===== src/logic/gci_regs_pkg.sv =====
// shared offsets, field positions, reset values and timing for the gci/peripheral/eeprom bank
package gci_regs_pkg;
  // ==========================================
  // register offsets as seen on the host register port
  localparam logic [7:0] MON1_RX_OFS = 8'h6d;
  localparam logic [7:0] MON1_TX_OFS = 8'h71;
  localparam logic [7:0] GCI_MODE_OFS = 8'h7c;
  localparam logic [7:0] PADDR_OFS = 8'hf4;
  localparam logic [7:0] PDATA_OFS = 8'hf8;
  localparam logic [7:0] EEPROM_OFS = 8'hfc;
  // ==========================================
  // reset values
  localparam logic [7:0] MON_BYTE_RST = 8'hff;
  localparam logic [7:0] GCI_MODE_RST = 8'h00;
  localparam logic [3:0] EEPROM_RST = 4'h0;
  localparam logic [7:0] PERIPH_RST = 8'h00;
  localparam logic [7:0] UNMAPPED_RD = 8'h00;
  // ==========================================
  // gci_mode_control field positions
  localparam int GM_TXACT0 = 7;
  localparam int GM_TXACT1 = 6;
  localparam int GM_CODEC = 5;
  localparam int GM_LLOOP = 4;
  localparam int GM_RLP = 3;
  localparam int GM_PWRUP = 2;
  localparam int GM_PWRDN = 1;
  localparam int GM_L1SEL = 0;
  // serial_eeprom_control field positions
  localparam int EP_DIN = 4;
  localparam int EP_EN = 3;
  localparam int EP_CLK = 2;
  localparam int EP_CS = 1;
  localparam int EP_DOUT = 0;
  // ==========================================
  // multiplexed peripheral bus timing
  localparam int CLK_PERIOD_NS = 10;
  localparam int ALE_WIDTH_NS = 30;
  localparam int STROBE_WIDTH_NS = 60;
  localparam logic [3:0] ALE_CYC = 4'((ALE_WIDTH_NS + CLK_PERIOD_NS - 1) / CLK_PERIOD_NS);
  localparam logic [3:0] STROBE_CYC =
    4'((STROBE_WIDTH_NS + CLK_PERIOD_NS - 1) / CLK_PERIOD_NS);
  // mux bus engine states
  typedef enum logic [1:0] {
    MB_IDLE = 2'b00,
    MB_ADDR = 2'b01,
    MB_DATA = 2'b10,
    MB_END = 2'b11
  } mux_state_e;
endpackage : gci_regs_pkg


===== src/logic/periph_bus_if.sv =====
// carrier between register bank and multiplexed peripheral bus engine
interface periph_bus_if;
  logic start; // one-cycle request pulse
  logic wr; // 1 write, 0 read
  logic [7:0] addr; // peripheral address
  logic [7:0] wdata; // write data
  logic [7:0] rdata; // captured read data
  logic done; // one-cycle completion pulse
  logic [7:0] ad_out; // shared bus drive value
  logic ad_oe; // shared bus drive enable
  logic ale; // address strobe
  logic rd_n; // read strobe, active low
  logic wr_n; // write strobe, active low
  modport ctrl (output start, wr, addr, wdata, input rdata, done, ad_out, ad_oe, ale, rd_n, wr_n);
  modport eng (input start, wr, addr, wdata, output rdata, done, ad_out, ad_oe, ale, rd_n, wr_n);
endinterface : periph_bus_if


===== src/logic/gci_periph_eeprom_regs.sv =====
// gci mode, monitor channel 1, peripheral io/bus and serial eeprom register bank
// What this block does
// software sets tx active; handshake bit goes low
// cleared active flag means previous transmission ended
// master: codec select picks pcm or gci
// slave local loop joins lines, ignores downstream
// slave remote loop returns downstream onto upstream
// power-up without power-down pulls upstream low
// power-down acknowledge lets upstream idle high
// software sends activate request, then clears power-up
// layer1 select: 0 s/t master, 1 u slave
// gci mode control resets to all zero
// simple io address read returns pin levels
// simple io pairs driven only when enabled
// data bits 2-0 carry upper three pins
// muxed mode drives address under address strobe
// data phase drives writes, captures reads
// muxed bus only under pci host
// eeprom bit 4 reads live input, write ignored
// eeprom enable gates clock, select, data out; here the three pins follow their own bits whatever the enable bit
// eeprom low nibble reads back last write
// monitor rx byte read-only, resets to ones
// monitor tx byte writable, resets to ones
// muxed mode: pins become bus and strobes
// pin group enables act only in io mode
// one address strobe, one data strobe, host held
module gci_periph_eeprom_regs (
  // clock and reset
  input wire logic ref_clk_i,
  input wire logic resetn_i,
  // host register port
  input wire logic reg_req_i,
  input wire logic reg_wr_i,
  input wire logic [7:0] reg_addr_i,
  input wire logic [7:0] reg_wdata_i,
  output logic [7:0] reg_rdata_o,
  output logic reg_ack_o,
  // host bus type pin, 1 = pci
  input wire logic pci_host_i,
  // peripheral control settings
  input wire logic peripheral_bus_select_i,
  input wire logic [5:0] pin_group_drive_i,
  // general purpose pins
  input wire logic [10:0] gpio_i,
  output logic [10:0] gpio_o,
  output logic [10:0] gpio_oe_o,
  // monitor engine side
  input wire logic mon1_rx_strobe_i,
  input wire logic [7:0] mon1_rx_data_i,
  input wire logic [1:0] mon_tx_done_i,
  output logic [7:0] monitor1_tx_byte_o,
  output logic [1:0] monitor_tx_handshake_bit_o,
  // gci lines and switching
  input wire logic gci_downstream_line_i,
  input wire logic gci_upstream_tx_i,
  output logic gci_upstream_line_o,
  output logic gci_downstream_rx_o,
  output logic pcm_ports_enable_o,
  output logic gci_switch_enable_o,
  output logic layer1_interface_select_o,
  // serial eeprom pins
  input wire logic eeprom_serial_in_pin_i,
  output logic eeprom_serial_clock_pin_o,
  output logic eeprom_select_pin_o,
  output logic eeprom_serial_out_pin_o,
  output logic eeprom_pins_oe_o
);
  import gci_regs_pkg::*;

  // ==========================================
  // pin synchronisers
  logic [13:0] meta_r, sync_r; // first stage read only by second
  always_ff @(posedge ref_clk_i or negedge resetn_i) begin
    if (!resetn_i) begin
      // downstream idles high: reset its stages high so no false low follows reset
      meta_r <= 14'h1000;
      sync_r <= 14'h1000;
    end else begin
      meta_r <= {pci_host_i, gci_downstream_line_i, eeprom_serial_in_pin_i, gpio_i};
      sync_r <= meta_r;
    end
  end
  logic [10:0] gpio_s; // synchronised pin levels
  logic sdi_s, down_s, pci_s;
  assign gpio_s = sync_r[10:0];
  assign sdi_s = sync_r[11];
  assign down_s = sync_r[12];
  assign pci_s = sync_r[13];

  // ==========================================
  // muxed peripheral engine
  periph_bus_if pbus ();
  logic muxed; // muxed bus only with a pci host
  assign muxed = peripheral_bus_select_i && pci_s;
  periph_muxbus u_muxbus (
    .ref_clk_i(ref_clk_i),
    .resetn_i(resetn_i),
    .ad_in_i(gpio_s[7:0]),
    .bus(pbus.eng)
  );

  // ==========================================
  // register state
  logic [7:0] mon1_rx_r, mon1_rx_nxt; // received monitor byte
  logic [7:0] mon1_tx_r, mon1_tx_nxt; // byte to transmit
  logic [7:0] layer1_interface_select_r, layer1_interface_select_nxt; // gci mode control
  logic [7:0] paddr_r, paddr_nxt; // peripheral address / io out
  logic [7:0] pdata_r, pdata_nxt; // peripheral data / upper io out
  logic [3:0] ep_r, ep_nxt; // eeprom control low nibble
  logic [7:0] rdata_r, rdata_nxt; // read return
  logic ack_r, ack_nxt; // access acknowledge
  logic busy_r, busy_nxt; // muxed access in flight
  logic start_nxt; // muxed access launch
  logic take, is_pdata;

  assign take = reg_req_i && !ack_r && !busy_r;
  assign is_pdata = reg_addr_i == PDATA_OFS;
  assign pbus.start = start_nxt;
  assign pbus.wr = reg_wr_i;
  assign pbus.addr = paddr_r;
  assign pbus.wdata = reg_wdata_i;

  // next values of the register file and host handshake
  always_comb begin
    mon1_rx_nxt = mon1_rx_r;
    mon1_tx_nxt = mon1_tx_r;
    layer1_interface_select_nxt = layer1_interface_select_r;
    paddr_nxt = paddr_r;
    pdata_nxt = pdata_r;
    ep_nxt = ep_r;
    rdata_nxt = rdata_r;
    ack_nxt = 1'b0;
    busy_nxt = busy_r;
    start_nxt = 1'b0;
    // monitor engine done clears the active flags
    if (mon_tx_done_i[0]) begin
      layer1_interface_select_nxt[GM_TXACT0] = 1'b0;
    end
    if (mon_tx_done_i[1]) begin
      layer1_interface_select_nxt[GM_TXACT1] = 1'b0;
    end
    // received byte lands only from the engine
    if (mon1_rx_strobe_i) begin
      mon1_rx_nxt = mon1_rx_data_i;
    end
    if (busy_r && pbus.done) begin
      // host held until bus cycle completes
      busy_nxt = 1'b0;
      ack_nxt = 1'b1;
      if (!reg_wr_i) begin
        pdata_nxt = pbus.rdata;
        rdata_nxt = pbus.rdata;
      end else begin
        pdata_nxt = reg_wdata_i;
      end
    end else if (take && is_pdata && muxed) begin
      busy_nxt = 1'b1;
      start_nxt = 1'b1;
    end else if (take) begin
      ack_nxt = 1'b1;
      if (reg_wr_i) begin
        unique case (reg_addr_i)
          MON1_TX_OFS: mon1_tx_nxt = reg_wdata_i;
          GCI_MODE_OFS: begin
            // active flags set by a one, set beats a same-cycle done
            layer1_interface_select_nxt[5:0] = reg_wdata_i[5:0];
            layer1_interface_select_nxt[GM_TXACT0] = layer1_interface_select_nxt[GM_TXACT0] | reg_wdata_i[GM_TXACT0];
            layer1_interface_select_nxt[GM_TXACT1] = layer1_interface_select_nxt[GM_TXACT1] | reg_wdata_i[GM_TXACT1];
          end
          PADDR_OFS: paddr_nxt = reg_wdata_i;
          PDATA_OFS: pdata_nxt = reg_wdata_i;
          EEPROM_OFS: ep_nxt = reg_wdata_i[3:0]; // sdi bit dropped
          default: ;
        endcase
      end else begin
        unique case (reg_addr_i)
          MON1_RX_OFS: rdata_nxt = mon1_rx_r;
          MON1_TX_OFS: rdata_nxt = mon1_tx_r;
          GCI_MODE_OFS: rdata_nxt = layer1_interface_select_r;
          PADDR_OFS: rdata_nxt = muxed ? paddr_r : gpio_s[7:0];
          PDATA_OFS: rdata_nxt = {5'h00, gpio_s[10:8]};
          EEPROM_OFS: rdata_nxt = {3'h0, sdi_s, ep_r};
          default: rdata_nxt = UNMAPPED_RD;
        endcase
      end
    end
  end

  always_ff @(posedge ref_clk_i or negedge resetn_i) begin
    if (!resetn_i) begin
      mon1_rx_r <= MON_BYTE_RST;
      mon1_tx_r <= MON_BYTE_RST;
      layer1_interface_select_r <= GCI_MODE_RST;
      paddr_r <= PERIPH_RST;
      pdata_r <= PERIPH_RST;
      ep_r <= EEPROM_RST;
      rdata_r <= UNMAPPED_RD;
      ack_r <= 1'b0;
      busy_r <= 1'b0;
    end else begin
      mon1_rx_r <= mon1_rx_nxt;
      mon1_tx_r <= mon1_tx_nxt;
      layer1_interface_select_r <= layer1_interface_select_nxt;
      paddr_r <= paddr_nxt;
      pdata_r <= pdata_nxt;
      ep_r <= ep_nxt;
      rdata_r <= rdata_nxt;
      ack_r <= ack_nxt;
      busy_r <= busy_nxt;
    end
  end

  // ==========================================
  // pin and line outputs, all flopped
  logic [10:0] gp_nxt, gp_oe_nxt, gp_r, gp_oe_r;
  logic [1:0] hs_r;
  logic up_r, up_nxt, down_r, down_nxt, pcm_r, gsw_r, l1_r;
  logic [3:0] epo_r;
  logic slave;
  assign slave = layer1_interface_select_r[GM_L1SEL];

  // pin group and line selection
  always_comb begin
    // simple io: each enable covers one pin pair or pin
    for (int g = 0; g < 4; g++) begin
      gp_nxt[2*g +: 2] = paddr_r[2*g +: 2];
      gp_oe_nxt[2*g +: 2] = {2{pin_group_drive_i[g]}};
    end
    gp_nxt[10:8] = pdata_r[2:0];
    gp_oe_nxt[10:8] = {pin_group_drive_i[5], {2{pin_group_drive_i[4]}}};
    if (muxed) begin
      // pins become shared bus plus strobes, enables ignored
      gp_nxt = {pbus.wr_n, pbus.rd_n, pbus.ale, pbus.ad_out};
      gp_oe_nxt = {3'h7, {8{pbus.ad_oe}}};
    end
    // downstream seen internally: looped upstream in slave test loop
    down_nxt = (slave && layer1_interface_select_r[GM_LLOOP]) ? up_r : down_s;
    // upstream: remote loop returns downstream data
    up_nxt = (slave && layer1_interface_select_r[GM_RLP]) ? down_s : gci_upstream_tx_i;
    // forced low to request clocks; idles high after acknowledge
    if (layer1_interface_select_r[GM_PWRUP] && !layer1_interface_select_r[GM_PWRDN]) begin
      up_nxt = 1'b0;
    end
  end

  always_ff @(posedge ref_clk_i or negedge resetn_i) begin
    if (!resetn_i) begin
      gp_r <= 11'h000;
      gp_oe_r <= 11'h000;
      up_r <= 1'b1;
      down_r <= 1'b1;
      hs_r <= 2'h3;
      pcm_r <= 1'b1;
      gsw_r <= 1'b0;
      l1_r <= 1'b0;
      epo_r <= 4'h0;
    end else begin
      gp_r <= gp_nxt;
      gp_oe_r <= gp_oe_nxt;
      up_r <= up_nxt;
      down_r <= down_nxt;
      hs_r <= ~{layer1_interface_select_nxt[GM_TXACT1], layer1_interface_select_nxt[GM_TXACT0]}; // active low
      // role and path from one next value, so a write changing both settles on one edge
      pcm_r <= layer1_interface_select_nxt[GM_L1SEL] || !layer1_interface_select_nxt[GM_CODEC];
      gsw_r <= !layer1_interface_select_nxt[GM_L1SEL] && layer1_interface_select_nxt[GM_CODEC];
      l1_r <= layer1_interface_select_nxt[GM_L1SEL];
      epo_r <= ep_nxt; // enable not applied: the three outputs follow their own bits
    end
  end

  assign reg_rdata_o = rdata_r;
  assign reg_ack_o = ack_r;
  assign gpio_o = gp_r;
  assign gpio_oe_o = gp_oe_r;
  assign monitor1_tx_byte_o = mon1_tx_r;
  assign monitor_tx_handshake_bit_o = hs_r;
  assign gci_upstream_line_o = up_r;
  assign gci_downstream_rx_o = down_r;
  assign pcm_ports_enable_o = pcm_r;
  assign gci_switch_enable_o = gsw_r;
  assign layer1_interface_select_o = l1_r;
  assign eeprom_serial_clock_pin_o = epo_r[EP_CLK];
  assign eeprom_select_pin_o = epo_r[EP_CS];
  assign eeprom_serial_out_pin_o = epo_r[EP_DOUT];
  assign eeprom_pins_oe_o = epo_r[EP_EN];

  // ==========================================
  // checks
  a_handshake_active: assert property (@(posedge ref_clk_i) disable iff (!resetn_i)
    $rose(layer1_interface_select_r[GM_TXACT1]) |-> !hs_r[1]) else $error("handshake bit not active with flag");
  a_codec_route: assert property (@(posedge ref_clk_i) disable iff (!resetn_i)
    $stable(layer1_interface_select_r) |=> (pcm_r == (!layer1_interface_select_r[GM_L1SEL] ? !layer1_interface_select_r[GM_CODEC] : 1'b1)))
    else $error("codec path routing wrong");
  a_local_loop: assert property (@(posedge ref_clk_i) disable iff (!resetn_i)
    (slave && layer1_interface_select_r[GM_LLOOP]) |=> (down_r == $past(up_r))) else $error("test loop not closed");
  a_remote_loop: assert property (@(posedge ref_clk_i) disable iff (!resetn_i)
    (slave && layer1_interface_select_r[GM_RLP] && !layer1_interface_select_r[GM_PWRUP]) |=> (up_r == $past(down_s)))
    else $error("remote loop not returning data");
  a_power_up_low: assert property (@(posedge ref_clk_i) disable iff (!resetn_i)
    (layer1_interface_select_r[GM_PWRUP] && !layer1_interface_select_r[GM_PWRDN]) |=> !up_r) else $error("upstream not held low");
  a_power_down_ack: assert property (@(posedge ref_clk_i) disable iff (!resetn_i)
    (!layer1_interface_select_r[GM_PWRUP] && layer1_interface_select_r[GM_PWRDN] && !layer1_interface_select_r[GM_RLP])
    |=> (up_r == $past(gci_upstream_tx_i)))
    else $error("upstream not released after power down");
  a_mode_reset: assert property (@(posedge ref_clk_i)
    $rose(resetn_i) |-> (layer1_interface_select_r == GCI_MODE_RST)) else $error("gci mode not zero after reset");
  a_io_gate: assert property (@(posedge ref_clk_i) disable iff (!resetn_i)
    (!muxed && !pin_group_drive_i[0]) |=> (gp_oe_r[1:0] == 2'h0)) else $error("io pair driven");
  a_eeprom_gate: assert property (@(posedge ref_clk_i) disable iff (!resetn_i)
    (take && reg_wr_i && reg_addr_i == EEPROM_OFS)
    |=> (eeprom_pins_oe_o == $past(reg_wdata_i[EP_EN])))
    else $error("eeprom pin enable does not follow write");
  a_host_held: assert property (@(posedge ref_clk_i) disable iff (!resetn_i)
    pbus.start |-> !ack_r [*5]) else $error("host released before bus cycle end");
endmodule : gci_periph_eeprom_regs


===== src/logic/periph_muxbus.sv =====
// address phase then one read or write strobe on the shared peripheral bus
module periph_muxbus (
  // clock and reset
  input wire logic ref_clk_i,
  input wire logic resetn_i,
  // synchronised shared bus levels
  input wire logic [7:0] ad_in_i,
  // bank side
  periph_bus_if.eng bus
);
  import gci_regs_pkg::*;

  // ==========================================
  // state
  mux_state_e state_r, state_nxt; // engine state
  logic [3:0] cnt_r, cnt_nxt; // phase width counter
  logic [7:0] rdata_r, rdata_nxt; // read capture
  logic [7:0] ad_r, ad_nxt; // bus drive value
  logic oe_r, oe_nxt, ale_r, ale_nxt, rd_n_r, rd_n_nxt, wr_n_r, wr_n_nxt, done_r, done_nxt;

  // next state: strobes are only ever low in the data phase
  always_comb begin
    state_nxt = state_r;
    cnt_nxt = cnt_r;
    rdata_nxt = rdata_r;
    ad_nxt = ad_r;
    oe_nxt = oe_r;
    ale_nxt = 1'b0;
    rd_n_nxt = 1'b1;
    wr_n_nxt = 1'b1;
    done_nxt = 1'b0;
    unique case (state_r)
      MB_IDLE: begin
        oe_nxt = 1'b0;
        if (bus.start) begin
          // address phase: drive address, raise strobe
          state_nxt = MB_ADDR;
          cnt_nxt = ALE_CYC;
          ad_nxt = bus.addr;
          oe_nxt = 1'b1;
          ale_nxt = 1'b1;
        end
      end
      MB_ADDR: begin
        ale_nxt = 1'b1;
        cnt_nxt = cnt_r - 4'h1;
        if (cnt_r == 4'h1) begin
          // one strobe pulse per access
          state_nxt = MB_DATA;
          ale_nxt = 1'b0;
          cnt_nxt = STROBE_CYC;
          ad_nxt = bus.wdata;
          oe_nxt = bus.wr; // write drives, read releases
          rd_n_nxt = bus.wr;
          wr_n_nxt = !bus.wr;
        end
      end
      MB_DATA: begin
        rd_n_nxt = rd_n_r;
        wr_n_nxt = wr_n_r;
        cnt_nxt = cnt_r - 4'h1;
        if (cnt_r == 4'h1) begin
          // sample at the trailing edge of the read strobe
          if (!rd_n_r) begin
            rdata_nxt = ad_in_i;
          end
          state_nxt = MB_END;
          rd_n_nxt = 1'b1;
          wr_n_nxt = 1'b1;
        end
      end
      MB_END: begin
        // hold data one cycle past the strobe, then hand back
        oe_nxt = 1'b0;
        done_nxt = 1'b1;
        state_nxt = MB_IDLE;
      end
    endcase
  end

  // registers
  always_ff @(posedge ref_clk_i or negedge resetn_i) begin
    if (!resetn_i) begin
      state_r <= MB_IDLE;
      cnt_r <= 4'h0;
      rdata_r <= PERIPH_RST;
      ad_r <= PERIPH_RST;
      oe_r <= 1'b0;
      ale_r <= 1'b0;
      rd_n_r <= 1'b1;
      wr_n_r <= 1'b1;
      done_r <= 1'b0;
    end else begin
      state_r <= state_nxt;
      cnt_r <= cnt_nxt;
      rdata_r <= rdata_nxt;
      ad_r <= ad_nxt;
      oe_r <= oe_nxt;
      ale_r <= ale_nxt;
      rd_n_r <= rd_n_nxt;
      wr_n_r <= wr_n_nxt;
      done_r <= done_nxt;
    end
  end

  assign bus.rdata = rdata_r;
  assign bus.done = done_r;
  assign bus.ad_out = ad_r;
  assign bus.ad_oe = oe_r;
  assign bus.ale = ale_r;
  assign bus.rd_n = rd_n_r;
  assign bus.wr_n = wr_n_r;

  // ==========================================
  // checks
  a_strobe_after_ale: assert property (@(posedge ref_clk_i) disable iff (!resetn_i)
    $fell(ale_r) |-> (rd_n_r != wr_n_r) [*4]) else $error("strobe not held after address phase");
  a_no_overlap: assert property (@(posedge ref_clk_i) disable iff (!resetn_i)
    !(ale_r && (!rd_n_r || !wr_n_r))) else $error("address strobe overlaps data strobe");
  a_read_release: assert property (@(posedge ref_clk_i) disable iff (!resetn_i)
    !rd_n_r |-> !oe_r) else $error("bus driven during read strobe");
endmodule : periph_muxbus

===== config.mk =====
export PLATFORM = sky130hd
export DESIGN_NAME = gci_periph_eeprom_regs
export DESIGN_NICKNAME = d
export VERILOG_FILES = /design/src/logic/gci_regs_pkg.sv /design/src/logic/periph_bus_if.sv /design/src/logic/gci_periph_eeprom_regs.sv /design/src/logic/periph_muxbus.sv
export SDC_FILE = /design/constraint.sdc
export NUM_CORES = 1
export LEC_CHECK = 0
export BUFFER_PORTS_ARGS = -buffer_cell sky130_fd_sc_hd__buf_2
export CAP_MARGIN = 10
export CORE_MARGIN = 2
export CORE_UTILIZATION = 43
export CTS_BUF_LIST = sky130_fd_sc_hd__clkbuf_4 sky130_fd_sc_hd__clkbuf_8 sky130_fd_sc_hd__clkbuf_16
export DETAILED_ROUTE_END_ITERATION = 6
export HOLD_SLACK_MARGIN = 0.06
export PLACE_DENSITY = 0.75
export SLEW_MARGIN = 10
export SYNTH_ARGS = -nofsm -noshare
export SYNTH_HDL_FRONTEND = slang
export SYNTH_HIERARCHICAL = 1
export SYNTH_SLANG_ARGS = --single-unit

===== constraint.sdc =====
create_clock -name ref_clk_i -period 1.69 [get_ports ref_clk_i]
set_clock_uncertainty 0.2 [all_clocks]
set_input_delay 0 -clock ref_clk_i [delete_from_list [all_inputs] [get_ports ref_clk_i]]
set_output_delay 0 -clock ref_clk_i [all_outputs]
set_load 0.01 [all_outputs]

# Word level (Yosys, flattened, before mapping)
# Cells that the tools add are included.
# Widths: inputs -> output; s select.
# word_totals
register_bits	133
input_bits	53
word_cells	141
# classes
add_sub_neg	1
n_eq_ne	16
muxes	53
n_bitwise	6
n_reduce_logical	36
# ops
op	n
$mux 8	13
$pmux 8 s6	1
$eq 8x7->1 const B	3
$eq 8x8->1 const B	3
$mux 11	2
$reduce_and 5->1	4
$mux 1	19
$mux 3	6
$pmux 8 s2	1
$pmux 4 s3	1
$logic_and 1x1->1	10
$reduce_bool 2->1	5
$reduce_and 3->1	3
$mux 4	2
$pmux 2 s4	1
$reduce_and 4->1	2
$logic_not 1->1	6
$mux 2	3
$ne 2x2->1 const B	3
$pmux 1 s2	3
$reduce_bool 3->1	2
$eq 2x2->1 const B	2
$eq 4x1->1 const B	1
$ne 2x1->1 const B	2
other kinds (10)	14

# Logic depth before layout (Yosys ltp)
# depth
word_depth	9
mapped_depth	9
depth_no_buf	8

# Cells and area by module
# The synthesis kept the hierarchy.
# modules_own_cells
mod	n_inst	cells_per_inst	area_per_inst_um2	seq_area_each_um2
gci_periph_eeprom_regs	1	313	4159.0	2531.2
periph_muxbus	1	122	1331.3	678.2

# Least setup slack after synthesis
# Ideal clock, no wire load.
# synth_path
kind	in2reg
startpoint	in reg_addr_i[1]
endpoint	reg u_muxbus.ad_r[0] (netlist: u_muxbus/bus.ad_out[0])
arrival_ns	1.634
required_ns	1.367
path_slack_ns	-0.267
cell_stages	9
path_buffers	1
path_cell_list	nand3b_1 nor4b_4 nand3_1 nor2_1 nand2_1 or2_2 clkbuf_1 o22ai_1 a21oi_1
# synth_between
elab_chain_cells	7
# synth_lines
element	line	text
start, declared	gci_periph_eeprom_regs.sv:34	input wire logic [7:0] reg_addr_i,
$eq 8x8->1	gci_periph_eeprom_regs.sv:117	assign is_pdata = reg_addr_i == PDATA_OFS;
$logic_and 1x1->1 (2 in series)	gci_periph_eeprom_regs.sv:156	end else if (take && is_pdata && muxed) begin
$mux 1	gci_periph_eeprom_regs.sv:156	
$mux 1	gci_periph_eeprom_regs.sv:146	if (busy_r && pbus.done) begin
named net pbus.start	periph_bus_if.sv:3	logic start;
$ne 2x2->1 (no source line)	n/a	
$reduce_and 3->1 (no source line)	n/a	
end signal, assigned	periph_muxbus.sv:97	ad_r <= ad_nxt;
end, declared	periph_muxbus.sv:18	logic [7:0] ad_r, ad_nxt;
# The timed path passes the listed nets, and every way through them passes these cells.
# A chain may end at the register's enable or synchronous reset.

# Worst setup path after layout
# layout_path
startpoint	reg busy_r
endpoint	reg epo_r[0]
# layout_between
elab_chain_cells	6
# layout_lines
element	line	text
start, declared	gci_periph_eeprom_regs.sv:112	logic busy_r, busy_nxt;
start signal, assigned	gci_periph_eeprom_regs.sv:209	busy_r <= busy_nxt;
$logic_not 1->1	gci_periph_eeprom_regs.sv:116	assign take = reg_req_i && !ack_r && !busy_r;
$logic_and 1x1->1	gci_periph_eeprom_regs.sv:116	
$logic_and 1x1->1 (2 in series)	gci_periph_eeprom_regs.sv:156	
$not 1->1 (no source line)	n/a	
$reduce_and 5->1 (no source line) *	n/a	
end signal, assigned	gci_periph_eeprom_regs.sv:267	epo_r <= ep_nxt;
end, declared	gci_periph_eeprom_regs.sv:218	logic [3:0] epo_r;
# Every way passes the cells marked *; elsewhere a longest branch is shown, timed or not.

==> metrics.cfg <==
[sta]
fin_ws_ns = -0.1511
finalMaxSlewViolations = 0
hold_viol_final = 0
post-route-min-period_ns = 1.841
fin_crit_sh = 1.089
setup_viol = 54
worst_pin_slew_ns = 0.4206
slew_headroom = 0.7157
rsz0062_at_grt = yes
timing.fmax_mhz = 543.2

[route]
avgViaCountPerCell = 5.247
firstDrtPassIters = 5
ant_nets = 0
drc_errors = 0
drtIter0Drc = 373
drt-total-wl_um = 15750
dr_total_vias = 4575
routedWlPerCell_um = 18.07

[logic_synthesis]
ys_ff_latch = 127
synthFlopType = dfrtp_1
async_reset_ff_frac = 1.000
syn_area_per_cell_um2 = 12.62
seq_area_frac_synth = 0.5845
syn_nets = 496
yosys_warnings = 6
synth_compound_gate_area_share = 0.1098
synth-edff-count = 0
yosys.area_share.adder = 0.01823
synth_top_family_by_area = multiplexers
postSynthCellCount = 435
yosys.area_share.simple = 0.1185
yosysUniqueCellTypes = 56
netlist_area_um2 = 5490
synth_xor_area_frac = 0
muxShareOfSynthArea = 0.1399

[floorplan]
die_h_um = 117.0
core-area_um2 = 12520
io_pins = 103
rows = 41
die_area_um2 = 13690
fp.dieW_um = 117.0
start_util = 0.4386

[pwr]
power.internal_mw = 7.226
p_clk_frac = 0.357
peakVddDrop_mv = 0.6118
netSwitchingFraction = 0.2901
leakagePower_nw = 3.996
seqPwrFrac = 0.365
power.density_nw_per_um2 = 1186
comb_power_share = 0.278
p_sw_mw = 2.953

[worst_hold_path]
hp-class = in2reg

[setup_path]
regToRegSetupSlack_ns = -0.15
crit_fanout = 4
crit_path_start_kind = flop
arrival_ns = 1.95
critical_path_class = reg2reg
cp.required_ns = 1.80
cp-end-kind = flop

[placed_design]
place_congestion = 0.9367
placed_area_um2 = 6764
dpl.hpwl_um = 10210
portBuffers = 102
dp.cells = 758

[grt]
grt_use_total = 0.2418
antenna_found_initial = 0
grt_pass1_vias = 4636
grt_max_degree = 77
grt_pass1_wl_um = 24410
gr-total-overflow = 0

[clock_tree]
h-tree-depth = 4
clk_pin_slew_worst_paths_ns = 0.06
cts.sinks = 127
clk_latency_ns = 0.43
cts_tree = done
cts_buffer_depth = 2
cts_made_buffers = 17
clockRootBuffer = clkbuf_16

[finish]
nets = 748
final_common_cell = buf_2
drive_above_1_share = 0.5486
mostFrequentLayoutCells = buf_2, dfrtp_1, dlygate4sd3_1
num_antenna_cells = 0
area_delta_synth_final_pct = 56.29
post-route-util = 0.6855
layoutNonFillerInstCount = 872
finalInstanceArea_um2 = 8581

[run_status]
status = finished, violations left
violations = setup timing

[flow_run]
max_cap_violations = 0

## stage by stage
stage | setup WS (ns) | setup TNS [ns] | hold slack [ns] | total power [mW]
6_report | -0.1511 | -5.160 | 0.09063 | 10.18
5_1_grt | -0.2146 | -8.148 | 0.1087 | 10.60
4_1_cts | -0.1133 | -3.233 | 0.08940 | 9.980
3_5_place_dp | -0.3388 | -10.44 | -0.1802 | 5.834
3_3_place_gp | -0.2685 | -8.370 | -0.1861 | 5.737
2_1_floorplan | -0.1941 | -3.345 | -0.4956 | 4.831
## routing by layer
metal  track usage  wire [um]  share of wire
met5             0          0              0
met4        0.1075        451          0.029
met3       0.05870        748          0.047
met2        0.3908       7874           0.50
met1        0.3108       6678           0.42
## kinds of logic after synthesis
logic type | Yosys count
AOI/OAI and AO/OA | 91
buffers and inverters | 30
adders and majority gates | 8
muxes | 69
DFF | 127
and+or+nand+nor | 110
## registers in the layout (all words and copies together), names as in the netlist, 8 cells and up
signal	flops
layer1_interface_select_r	8
meta_r	14
sync_r	14
u_muxbus/bus.ad_out	8
gpio_o	11
paddr_r	8
monitor1_tx_byte_o	8
mon1_rx_r	8
u_muxbus/bus.rdata	8
reg_rdata_o	8
## final cells by class
type | count | area [um2]
Tap cell | 172 | 215.2
Timing Repair Buffer | 251 | 1918
Fill cell | 879 | 3936
Clock inverter | 9 | 108.9
Clock buffer | 23 | 489.2
Multi-Input combinational cell | 279 | 2594
Sequential cell | 127 | 3212
Inverter | 11 | 43.79
## Yosys cell counts, types with 3 or more instances
cell	n	share of area
o21a_1	4	0.0055
and3b_1	3	0.0048
inv_1	11	0.0075
nand3_1	4	0.0036
dfstp_2	25	0.12
buf_4	6	0.0082
mux2_2	62	0.13
nand3b_1	8	0.011
a31oi_1	3	0.0034
mux2i_1	7	0.013
nor3_1	6	0.0055
nor3b_1	4	0.0055
a221oi_1	4	0.0064
dfrtp_1	102	0.46
clkbuf_1	4	0.0027
nor2_1	31	0.021
o22ai_1	10	0.011
a211oi_1	3	0.0041
nand2b_1	9	0.010
ha_1	8	0.018
a21o_1	7	0.0096
a22oi_1	4	0.0055
buf_2	7	0.0064
a21oi_1	22	0.020
nand2_1	21	0.014
o21ai_0	15	0.014
o31ai_1	5	0.0068
## what timing repair did
action                                  in CTS  in global routing
buffers inserted                             9                  2
gates cloned                                 2                  0
hold buffers                                69                  0
gates resized for setup                     59                 53
hold endpoints to repair                   207                  0
endpoints found under the setup margin      66                 67
pin swaps                                   14                 16
## worst paths after layout
path	end	from	depth (start not counted)
max	epo_r[0]	busy_r	6
min	u_muxbus/bus.ale	reg_addr_i[2]	8
max reg2reg	epo_r[0]	busy_r	6
min reg2reg	sync_r[10]	meta_r[10]	0
max in group asynchronous	monitor_tx_handshake_bit_o[1]	resetn_i	4
min in group asynchronous	meta_r[9]	resetn_i	4
## power by group through the flow
| stage | clock network, mW | logic (mW) | registers (mW) |
|---|---|---|---|
| floorplan | 0 | 1.12 | 3.71 |
| global placement | 0 | 2.03 | 3.71 |
| detailed placement | 0 | 2.11 | 3.73 |
| CTS | 3.69 | 2.60 | 3.69 |
| global route | 3.83 | 3.01 | 3.76 |
| finish | 3.64 | 2.83 | 3.72 |
## worst max-delay path, cell delays in order (launching register included)
cell,delay (ns)
dfrtp_1,0.43
nor2_4,0.15
nand3_2,0.11
or2_4,0.27
nor3_4,0.12
buf_6,0.15
mux2_4,0.30
Power figures use the tool's default switching activity.
